$ cat src/rtl/shsc_map.svh
`ifndef SHSC_MAP_SVH
`define SHSC_MAP_SVH

// block and multiblock geometry
`define SHSC_BLK_W 64
`define SHSC_MB_BLKS 32
`define SHSC_MB_BITS 2048
`define SHSC_IDX_W 5
`define SHSC_LAST_BLK 5'h1F

// crc-12, 0x987 in implicit-one notation: taps below x^12 are 0x30F
`define SHSC_CRC_W 12
`define SHSC_CRC_TAPS 12'h30F

// fire code x^26 + x^21 + x^17 + x^9 + x^4 + 1, taps below x^26
`define SHSC_FEC_W 26
`define SHSC_FEC_TAPS 26'h0220211

// sync header mode selection codes
`define SHSC_MODE_W 2
`define SHSC_MODE_CRC 2'h0
`define SHSC_MODE_FEC 2'h2

// sync header stream layout
`define SHSC_SHS_W 32
`define SHSC_EOEMB_POS 22
`define SHSC_PILOT_LSB 27
`define SHSC_FEC_HI_CNT 22

// sync header encodings, first bit in [1]
`define SHSC_SH_ONE 2'h1
`define SHSC_SH_ZERO 2'h2
`define SHSC_SH_IDLE 2'h0

// serializer pre-emphasis setting width and reset value
`define SHSC_EMPH_W 4
`define SHSC_EMPH_RST 4'h0

`endif

$ cat src/rtl/shsc_pkg.sv
`default_nettype none

package shsc_pkg;

   // position of a block in a multiblock or a multiblock in an ext mb
   typedef logic [4:0] shsc_idx_t;

   // sync header mode selection field
   typedef logic [1:0] shsc_mode_t;

   // link state, one-hot
   typedef enum logic [1:0] {
      SHSC_IDLE = 2'h1,
      SHSC_RUN = 2'h2
   } shsc_state_e;

endpackage
`default_nettype wire

$ cat src/rtl/shsc_crc12.sv
`timescale 1ns/1ps
`default_nettype none
`include "shsc_map.svh"

module shsc_crc12 (
   input wire logic clk, // block clock
   input wire logic rst_n, // async reset, active low
   input wire logic clear, // realign: drop partial state
   input wire logic din_valid, // block present
   input wire logic din_last, // block 31 of the multiblock
   input wire logic [63:0] din, // scrambled block, bit 63 first
   output logic [11:0] parity, // crc of the last full multiblock
   output logic parity_valid // one-cycle pulse with new parity
);

   logic [11:0] state;
   wire [11:0] next_state;

   // sixty-four serial lfsr steps per block, msb of the block first
   function automatic logic [11:0] crc_step(input logic [11:0] s_in,
                                            input logic [63:0] d);
      logic [11:0] s;
      logic fb;
      s = s_in;
      fb = 1'b0;
      for (int i = 63; i >= 0; i--) begin
         fb = d[i] ^ s[11];
         s = {s[10:0], 1'b0} ^ ({12{fb}} & `SHSC_CRC_TAPS);
      end
      return s;
   endfunction

   assign next_state = crc_step(state, din);

   always_ff @(posedge clk or negedge rst_n) begin
      if (!rst_n) begin
         state <= 12'h000;
         parity <= 12'h000;
         parity_valid <= 1'b0;
      end else begin
         parity_valid <= din_valid & din_last & ~clear;
         if (clear || (din_valid && din_last)) begin
            state <= 12'h000;
         end else if (din_valid) begin
            state <= next_state;
         end
         if (din_valid && din_last && !clear) begin
            parity <= next_state;
         end
      end
   end

endmodule
`default_nettype wire

$ cat src/rtl/shsc_fec26.sv
`timescale 1ns/1ps
`default_nettype none
`include "shsc_map.svh"

module shsc_fec26 (
   input wire logic clk, // block clock
   input wire logic rst_n, // async reset, active low
   input wire logic clear, // realign: drop partial state
   input wire logic din_valid, // block present
   input wire logic din_last, // block 31 of the multiblock
   input wire logic [63:0] din, // scrambled block, bit 63 first
   output logic [25:0] parity, // fec parity of last multiblock
   output logic parity_valid // one-cycle pulse with new parity
);

   logic [25:0] state;
   wire [25:0] next_state;

   // systematic encoder: divide data by g(x), remainder is the parity
   function automatic logic [25:0] fec_step(input logic [25:0] s_in,
                                            input logic [63:0] d);
      logic [25:0] s;
      logic fb;
      s = s_in;
      fb = 1'b0;
      for (int i = 63; i >= 0; i--) begin
         fb = d[i] ^ s[25];
         s = {s[24:0], 1'b0} ^ ({26{fb}} & `SHSC_FEC_TAPS);
      end
      return s;
   endfunction

   assign next_state = fec_step(state, din);

   always_ff @(posedge clk or negedge rst_n) begin
      if (!rst_n) begin
         state <= 26'h0000000;
         parity <= 26'h0000000;
         parity_valid <= 1'b0;
      end else begin
         parity_valid <= din_valid & din_last & ~clear;
         if (clear || (din_valid && din_last)) begin
            state <= 26'h0000000;
         end else if (din_valid) begin
            state <= next_state;
         end
         if (din_valid && din_last && !clear) begin
            parity <= next_state;
         end
      end
   end

endmodule
`default_nettype wire

$ cat src/rtl/shsc_top.sv
// Overview of operation
// - crc mode: parity, zero commands, one filler and ext-mb flag placed
// - crc-12 runs over 32 scrambled blocks, sync headers excluded
// - crc-12 generator polynomial is 0x987
// - crc register cleared each multiblock, parity read after 2048 bits
// - mode field value 2 selects fec operation
// - fec parity of one multiblock sent in the next one
// - fec generator x^26+x^21+x^17+x^9+x^4+1, 9-bit burst correction
// - fec register zeroed each multiblock, parity read after 2048 bits
// - ext-mb flag is one only in the final multiblock
// - programmable pre-emphasis, larger value means stronger
// - every stream ends 00001, crc mode fills spare bits with ones
// - mode field value 0 selects crc-12 operation
// - sync header is 01 for a one, 10 for a zero
// - crc parity sent in the immediately following multiblock
`timescale 1ns/1ps
`default_nettype none
`include "shsc_map.svh"

module shsc_top (
   input wire logic clk, // block clock, 40 MHz
   input wire logic rst_n, // async reset, active low
   input wire logic link_en, // level: run the lane
   input wire logic sysref_pulse, // pulse: reset lemc phase
   input wire shsc_pkg::shsc_mode_t sync_header_mode_sel, // 0 crc, 2 fec
   input wire shsc_pkg::shsc_idx_t emb_len_m1, // ext mb length minus 1
   input wire logic [`SHSC_EMPH_W-1:0] serializer_emphasis_level, // pe
   input wire logic blk_valid, // scrambled block present
   input wire logic [63:0] blk_data, // scrambled 64-bit block
   output logic [63:0] tx_data, // block to the serializer
   output logic [1:0] tx_sync_hdr, // header, first bit in [1]
   output logic tx_valid, // tx_data and tx_sync_hdr valid
   output logic tx_mb_last, // last block of a multiblock
   output logic tx_emb_last, // last block of an ext multiblock
   output logic lemc_pulse, // first block of an ext multiblock
   output logic tx_running, // lane is in the run state
   output logic [`SHSC_EMPH_W-1:0] ser_emph_drive // pe to driver
);

   import shsc_pkg::*;

   ////////////////////////////////////////////////////////////////////
   // state

   shsc_state_e state;
   shsc_state_e next_state;
   shsc_idx_t blk_idx;
   shsc_idx_t mb_idx;
   shsc_idx_t emb_len;
   shsc_mode_t mode_cur;
   logic [`SHSC_CRC_W-1:0] crc_hold;
   logic [`SHSC_FEC_W-1:0] fec_hold;
   logic [`SHSC_EMPH_W-1:0] emph_cur;

   wire [`SHSC_CRC_W-1:0] crc_par;
   wire [`SHSC_FEC_W-1:0] fec_par;
   wire crc_par_valid;
   wire fec_par_valid;

   ////////////////////////////////////////////////////////////////////
   // stream layout

   // builds the 32-bit stream, index i is the bit of block i
   function automatic logic [31:0] build_stream(
      input shsc_mode_t mode,
      input logic [`SHSC_CRC_W-1:0] c,
      input logic [`SHSC_FEC_W-1:0] f,
      input logic eoemb);
      logic [31:0] s;
      s = 32'hFFFFFFFF;
      if (mode == `SHSC_MODE_FEC) begin
         for (int i = 0; i < `SHSC_FEC_HI_CNT; i++) begin
            s[i] = f[`SHSC_FEC_W-1-i];
         end
         for (int i = `SHSC_EOEMB_POS + 1; i < `SHSC_PILOT_LSB; i++) begin
            s[i] = f[`SHSC_FEC_W-i];
         end
      end else begin
         s[0] = c[11];
         s[1] = c[10];
         s[2] = c[9];
         s[4] = c[8];
         s[5] = c[7];
         s[6] = c[6];
         s[8] = c[5];
         s[9] = c[4];
         s[10] = c[3];
         s[12] = c[2];
         s[13] = c[1];
         s[14] = c[0];
         // command channel unused, always zero
         s[16] = 1'b0;
         s[17] = 1'b0;
         s[18] = 1'b0;
         s[20] = 1'b0;
         s[24] = 1'b0;
         s[25] = 1'b0;
         s[26] = 1'b0;
      end
      s[`SHSC_EOEMB_POS] = eoemb;
      // pilot 00001 closes every stream
      for (int i = `SHSC_PILOT_LSB; i < `SHSC_SHS_W - 1; i++) begin
         s[i] = 1'b0;
      end
      s[`SHSC_SHS_W-1] = 1'b1;
      return s;
   endfunction

   ////////////////////////////////////////////////////////////////////
   // position decode

   wire running = (state == SHSC_RUN);
   wire take = running & blk_valid;
   wire blk_first = (blk_idx == 5'h00);
   wire blk_last = (blk_idx == `SHSC_LAST_BLK);
   wire mb_first = (mb_idx == 5'h00);
   wire emb_first = blk_first & mb_first;
   // leaving idle or taking sysref restarts the whole framing
   wire realign = sysref_pulse | ~running;

   // mode and ext-mb length are sampled at boundaries so a stream
   // never mixes two layouts; a mode change waits for the next multiblock, a length change for the next ext mb
   // fec select
   wire shsc_mode_t mode_eff = blk_first ? sync_header_mode_sel
                                         : mode_cur;
   wire shsc_idx_t emb_len_eff = emb_first ? emb_len_m1 : emb_len;
   wire mb_is_final = (mb_idx == emb_len_eff);

   wire eoemb = mb_is_final;

   // crc parity of previous
   // the coder pulse can share a cycle with block 0 of the next
   // multiblock, before the hold is loaded, so it is forwarded here
   wire [`SHSC_CRC_W-1:0] crc_use = crc_par_valid ? crc_par : crc_hold;
   wire [`SHSC_FEC_W-1:0] fec_use = fec_par_valid ? fec_par : fec_hold;
   wire [31:0] stream = build_stream(mode_eff, crc_use, fec_use, eoemb);

   wire shs_bit = stream[blk_idx];

   wire [1:0] sh_code = shs_bit ? `SHSC_SH_ONE : `SHSC_SH_ZERO;

   wire shsc_idx_t next_blk_idx = blk_last ? 5'h00 : blk_idx + 5'h01;
   wire shsc_idx_t next_mb_idx = (blk_last && mb_is_final) ? 5'h00
                                 : blk_last ? mb_idx + 5'h01 : mb_idx;

   ////////////////////////////////////////////////////////////////////
   // parity generators

   shsc_crc12 u_crc (
      .clk(clk),
      .rst_n(rst_n),
      .clear(realign),
      .din_valid(take),
      .din_last(blk_last),
      .din(blk_data),
      .parity(crc_par),
      .parity_valid(crc_par_valid)
   );

   // both coders run in every mode so a mode change finds fresh parity
   shsc_fec26 u_fec (
      .clk(clk),
      .rst_n(rst_n),
      .clear(realign),
      .din_valid(take),
      .din_last(blk_last),
      .din(blk_data),
      .parity(fec_par),
      .parity_valid(fec_par_valid)
   );

   ////////////////////////////////////////////////////////////////////
   // link state machine

   always_comb begin
      next_state = state;
      case (state)
         SHSC_IDLE: begin
            if (link_en) begin
               next_state = SHSC_RUN;
            end
         end
         SHSC_RUN: begin
            if (!link_en) begin
               next_state = SHSC_IDLE;
            end
         end
         default: begin
            next_state = SHSC_IDLE;
         end
      endcase
   end

   always_ff @(posedge clk or negedge rst_n) begin
      if (!rst_n) begin
         state <= SHSC_IDLE;
      end else begin
         state <= next_state;
      end
   end

   ////////////////////////////////////////////////////////////////////
   // framing counters

   always_ff @(posedge clk or negedge rst_n) begin
      if (!rst_n) begin
         blk_idx <= 5'h00;
         mb_idx <= 5'h00;
      end else if (realign) begin
         blk_idx <= 5'h00;
         mb_idx <= 5'h00;
      end else if (take) begin
         blk_idx <= next_blk_idx;
         mb_idx <= next_mb_idx;
      end
   end

   // boundary samples of mode and ext-mb length
   always_ff @(posedge clk or negedge rst_n) begin
      if (!rst_n) begin
         mode_cur <= `SHSC_MODE_CRC;
         emb_len <= 5'h00;
      end else if (take) begin
         mode_cur <= mode_eff;
         emb_len <= emb_len_eff;
      end
   end

   ////////////////////////////////////////////////////////////////////
   // parity hold for the following multiblock

   // the hold is zero after a realign: the partial multiblock is lost
   // and the first stream after it carries no meaningful parity
   always_ff @(posedge clk or negedge rst_n) begin
      if (!rst_n) begin
         crc_hold <= 12'h000;
         fec_hold <= 26'h0000000;
      end else if (realign) begin
         crc_hold <= 12'h000;
         fec_hold <= 26'h0000000;
      end else begin
         if (crc_par_valid) begin
            crc_hold <= crc_par;
         end
         if (fec_par_valid) begin
            fec_hold <= fec_par;
         end
      end
   end

   ////////////////////////////////////////////////////////////////////
   // pre-emphasis

   // stronger with larger value
   // taken only on a multiblock boundary or while idle, so the driver
   // never changes strength in the middle of a block stream
   always_ff @(posedge clk or negedge rst_n) begin
      if (!rst_n) begin
         emph_cur <= `SHSC_EMPH_RST;
      end else if (!running || (take && blk_first)) begin
         emph_cur <= serializer_emphasis_level;
      end
   end

   ////////////////////////////////////////////////////////////////////
   // transmit outputs, all registered

   always_ff @(posedge clk or negedge rst_n) begin
      if (!rst_n) begin
         tx_data <= 64'h0000000000000000;
         tx_sync_hdr <= `SHSC_SH_IDLE;
         tx_valid <= 1'b0;
         tx_mb_last <= 1'b0;
         tx_emb_last <= 1'b0;
      end else begin
         tx_valid <= take;
         tx_mb_last <= take & blk_last;
         tx_emb_last <= take & blk_last & mb_is_final;
         if (take) begin
            tx_data <= blk_data;
            tx_sync_hdr <= sh_code;
         end
      end
   end

   always_ff @(posedge clk or negedge rst_n) begin
      if (!rst_n) begin
         lemc_pulse <= 1'b0;
         tx_running <= 1'b0;
         ser_emph_drive <= `SHSC_EMPH_RST;
      end else begin
         lemc_pulse <= take & emb_first;
         tx_running <= running;
         ser_emph_drive <= emph_cur;
      end
   end

endmodule
`default_nettype wire

$ cat config.mk
export PLATFORM = sky130hd
export DESIGN_NAME = shsc_top
export DESIGN_NICKNAME = d
export VERILOG_FILES = /design/src/rtl/shsc_pkg.sv /design/src/rtl/shsc_crc12.sv /design/src/rtl/shsc_fec26.sv /design/src/rtl/shsc_top.sv
export VERILOG_INCLUDE_DIRS = /design/src /design/src/rtl
export SDC_FILE = /design/constraint.sdc
export NUM_CORES = 1
export LEC_CHECK = 0
export BUFFER_PORTS_ARGS = -buffer_cell sky130_fd_sc_hd__buf_2
export CAP_MARGIN = 20
export CORE_ASPECT_RATIO = 1.75
export CORE_MARGIN = 2
export CORE_UTILIZATION = 60
export CTS_BUF_LIST = sky130_fd_sc_hd__clkbuf_16
export DETAILED_ROUTE_END_ITERATION = 12
export GPL_ROUTABILITY_DRIVEN = 1
export PLACE_DENSITY_LB_ADDON = 0.05
export SLEW_MARGIN = 10
export SYNTH_ARGS = -nofsm -noshare
export SYNTH_HDL_FRONTEND = slang
export SYNTH_SLANG_ARGS = --single-unit
$ cat constraint.sdc
create_clock -name clk -period 9.39 [get_ports clk]
set_input_delay 0.939 -clock clk [delete_from_list [all_inputs] [get_ports clk]]
set_output_delay 0.939 -clock clk [all_outputs]
set_load 0.005 [all_outputs]
==> metrics.md <==
| Metric | Value |
|---|---|
| Max Cap Violations | `0` |
| RSZ-0062 raised after global routing | `false` |
| Synthesized area per cell | `11.1 sq um` |
| Worst Hold Class | `flip-flop to flip-flop` |
| Worst endpoint data arrival time | `7.35 ns` |
| Die ar. | `0.0259 sq mm` |
| Critical path class | `input port to flip-flop` |
| Finish-stage setup viols | `0` |
| Netlist Area Pre-Place | `0.0147 sq mm` |
| Routed Antenna Nets | `0` |
| Drt via density | `5.48` |
| First-pass GRT wire length | `62600 um` |
| Number of synthesized flops with an enable pin | `0` |
| Critical Path Fanout Max | `5` |
| Routability cong. | `0.969` |
| DIE HEIGHT | `211 um` |
| YS warnings | `0` |
| Gr ovfl total | `0` |
| Number of port buffers | `154` |
| Ys async rst share | `100%` |
| Post-CTS Setup Inserts | `0` |
| Post-synth top flop | `dfrtp_1` |
| Clock buffer depth | `3` |
| Flops & latches, synth | `213` |
| Fmax achieved | `143 MHz` |
| CORE AREA | `0.0240 sq mm` |
| Layout Skew | `0.0234 ns` |
| Largest net degree at the start of global routing | `80` |
| Num rows | `75` |
| Fillers | `1910` |
| Num CTS Buffers | `22` |
| Via count | `9840` |
| Layout cells sized above 1 | `18.4%` |
| Post-cts hold buffer count | `0` |
| Syn_nets | `1416` |
| Run status | `finished, final reports clean` |
| Sequential area share after synthesis | `36.2%` |
| H-tree depth | `1` |
| Max-slew headroom | `35.7%` |
| Worst setup endpoint | `u_crc.parity[8]$_DFFE_PN0P_` |
| Gr usage total | `33.5%` |
| Final Net Count | `1558` |
| CP Launch Point | `blk_data[61]` |
| # clock sinks | `213` |
| Worst r2r dst | `u_crc.parity[8]$_DFFE_PN0P_` |
| Worst reg2reg startpoint | `u_crc.state[9]$_DFFE_PN0P_` |
| Worst-path clk slew | `0.06 ns` |
| Seq. cell area | `0.00533 sq mm` |
| Post-route setup TNS | `0 ns` |
| Critical Path RT | `9.76 ns` |
| 1st-iter DRT viols | `440` |
| Root Buffer Master | `clkbuf_16` |
| Worst-Margin Slew | `0.958 ns` |
| Final min period | `6.98 ns` |
| Hpwl dp | `33300 um` |
| Post-CTS Resized | `0` |
| Final Slew Violations | `0` |
| Routed wire per std cell | `23.4 um` |
| Synth unique cells | `47` |
| Final Hold Viols | `0` |
| WL final | `42000 um` |
| TritonCTS clock tree | `done` |
| Worst Setup Start Kind | `input port` |
| Initial antenna violation count | `0` |
| Cells on worst reg2reg path | `15` |
| Die W | `122 um` |
| Tcrit/Tclk final | `74.4%` |
| Number of global-route vias before repair | `10200` |
| R2R Setup Slk | `2.43 ns` |
| Post-Synthesis Cells | `1331` |
| Ant diodes | `0` |
| Initial Utilization | `61.4%` |
| # DRC | `0` |
| Worst-Skew Late Latency | `0.52 ns` |
| IO Count | `155` |
| DRT Pass-1 Iters | `5` |
| Area added between synthesis and finish | `12.5%` |
| Multi-input gate area | `0.00918 sq mm` |
| Crit end category | `flip-flop` |
[routing by layer]
layer	up-vias	share of wire, %	track usage [%]
met5	-	0	0
met4	0	7.4	21.2
met3	95	2.9	2.77
met1	4900	35	36.4
li1	4608	-	-
met2	237	55	61.3
[critical path, cell delays in order]
cell and delay [ns]:
buf_2 0.14, xnor2_1 0.50, xnor2_1 0.30, xnor2_2 0.37
xnor3_2 0.49, xor3_2 0.52, xnor3_2 0.50, xnor2_1 0.39
xnor3_1 0.40, xnor3_2 0.47, xnor2_1 0.41, xnor3_2 0.57
xnor3_2 0.43, xor3_2 0.42, xor3_1 0.43, o21ai_1 0.07
[through the flow]
stage | utilization (%) | hold WS, ns | setup slack, ns | cells | area, sq um
after global placement | 65.9 | 0.358 | 1.94 | 1757 | 15800
after detailed placement | 65.9 | 0.371 | 1.90 | 1757 | 15800
after CTS | 69.0 | 0.385 | 2.41 | 1797 | 16600
final | 69.0 | 0.386 | 2.41 | 1797 | 16600
after global routing | 69.0 | 0.398 | 2.13 | 1797 | 16600
after floorplan | - | 0.349 | 2.62 | 1331 | 14700
[sequential cells by signal (all words and copies together), names as in the netlist, 2 cells and up]
name	count
u_fec.parity	26
crc_hold	12
emph_cur	4
blk_idx	5
ser_emph_drive	4
emb_len	5
tx_sync_hdr	2
u_crc.state	12
u_fec.state	26
mode_cur	2
mb_idx	5
u_crc.parity	12
state	2
tx_data	64
fec_hold	26
[cell families after synthesis]
group | synth area share, %
flops | 36.2
fa+ha+maj | 0.424
buf+inv | 1.58
mux | 5.97
xor+xnor | 42.0
compound gates | 3.72
simple gates | 10.1
[synthesized netlist by cell type (all sizes together), types with 2 or more instances]
master	count	area share [%]
a21oi	5	0.17
a22o	10	0.59
a31oi	3	0.13
and2	3	0.13
and3	3	0.13
buf	5	0.15
clkbuf	44	1.1
dfrtp	212	36
ha	5	0.42
inv	11	0.28
mux2	9	0.69
mux2i	44	3.0
mux4	15	2.3
nand2	307	7.8
nand2b	3	0.13
nand3	5	0.17
nor2	46	1.2
nor3	2	0.068
nor3b	3	0.15
nor4b	2	0.12
o211ai	3	0.15
o21ai	72	2.4
xnor2	288	18
xnor3	91	14
xor2	111	6.9
xor3	18	3.0
[cell usage in the layout, fill, tap and decap left out, drive strengths merged, types with 9 or more instances in the layout]
cell type    n
nand2      307
xnor2      288
dfrtp      212
buf        167
xor2       111
xnor3       91
o21ai       72
nor2        46
mux2i       44
clkbuf      23
xor3        18
mux4        15
inv         15
clkinv      11
a22o        10
mux2         9
[worst min-delay path by stage]
| stage | start | to | slack (ns) | depth (start not counted) |
|---|---|---|---|---|
| 6_report | emph_cur[3]$_DFFE_PN0P_ | ser_emph_drive[3]$_DFF_PN0_ | 0.39 | 0 |
| 5_1_grt | emph_cur[1]$_DFFE_PN0P_ | ser_emph_drive[1]$_DFF_PN0_ | 0.40 | 0 |
| 4_1_cts | emph_cur[3]$_DFFE_PN0P_ | ser_emph_drive[3]$_DFF_PN0_ | 0.39 | 0 |
| 3_5_place_dp | emph_cur[3]$_DFFE_PN0P_ | ser_emph_drive[3]$_DFF_PN0_ | 0.37 | 0 |
| 3_3_place_gp | emph_cur[1]$_DFFE_PN0P_ | ser_emph_drive[1]$_DFF_PN0_ | 0.36 | 0 |
| 2_1_floorplan | emph_cur[0]$_DFFE_PN0P_ | ser_emph_drive[0]$_DFF_PN0_ | 0.35 | 0 |
[area by class of cell]
| cell class | count | share of cell area [%] |
|---|---|---|
| Multi-Input combinational cell | 1057 | 55.4 |
| Sequential cell | 213 | 32.2 |
| Timing Repair Buffer | 167 | 5.30 |
| Clock buffer | 23 | 3.47 |
| Tap cell | 308 | 2.32 |
| Clock inverter | 17 | 1.08 |
| Inverter | 12 | 0.272 |
Power is not shown: default switching activity piles up to over one toggle a cycle in this logic, so the estimate is an artifact.
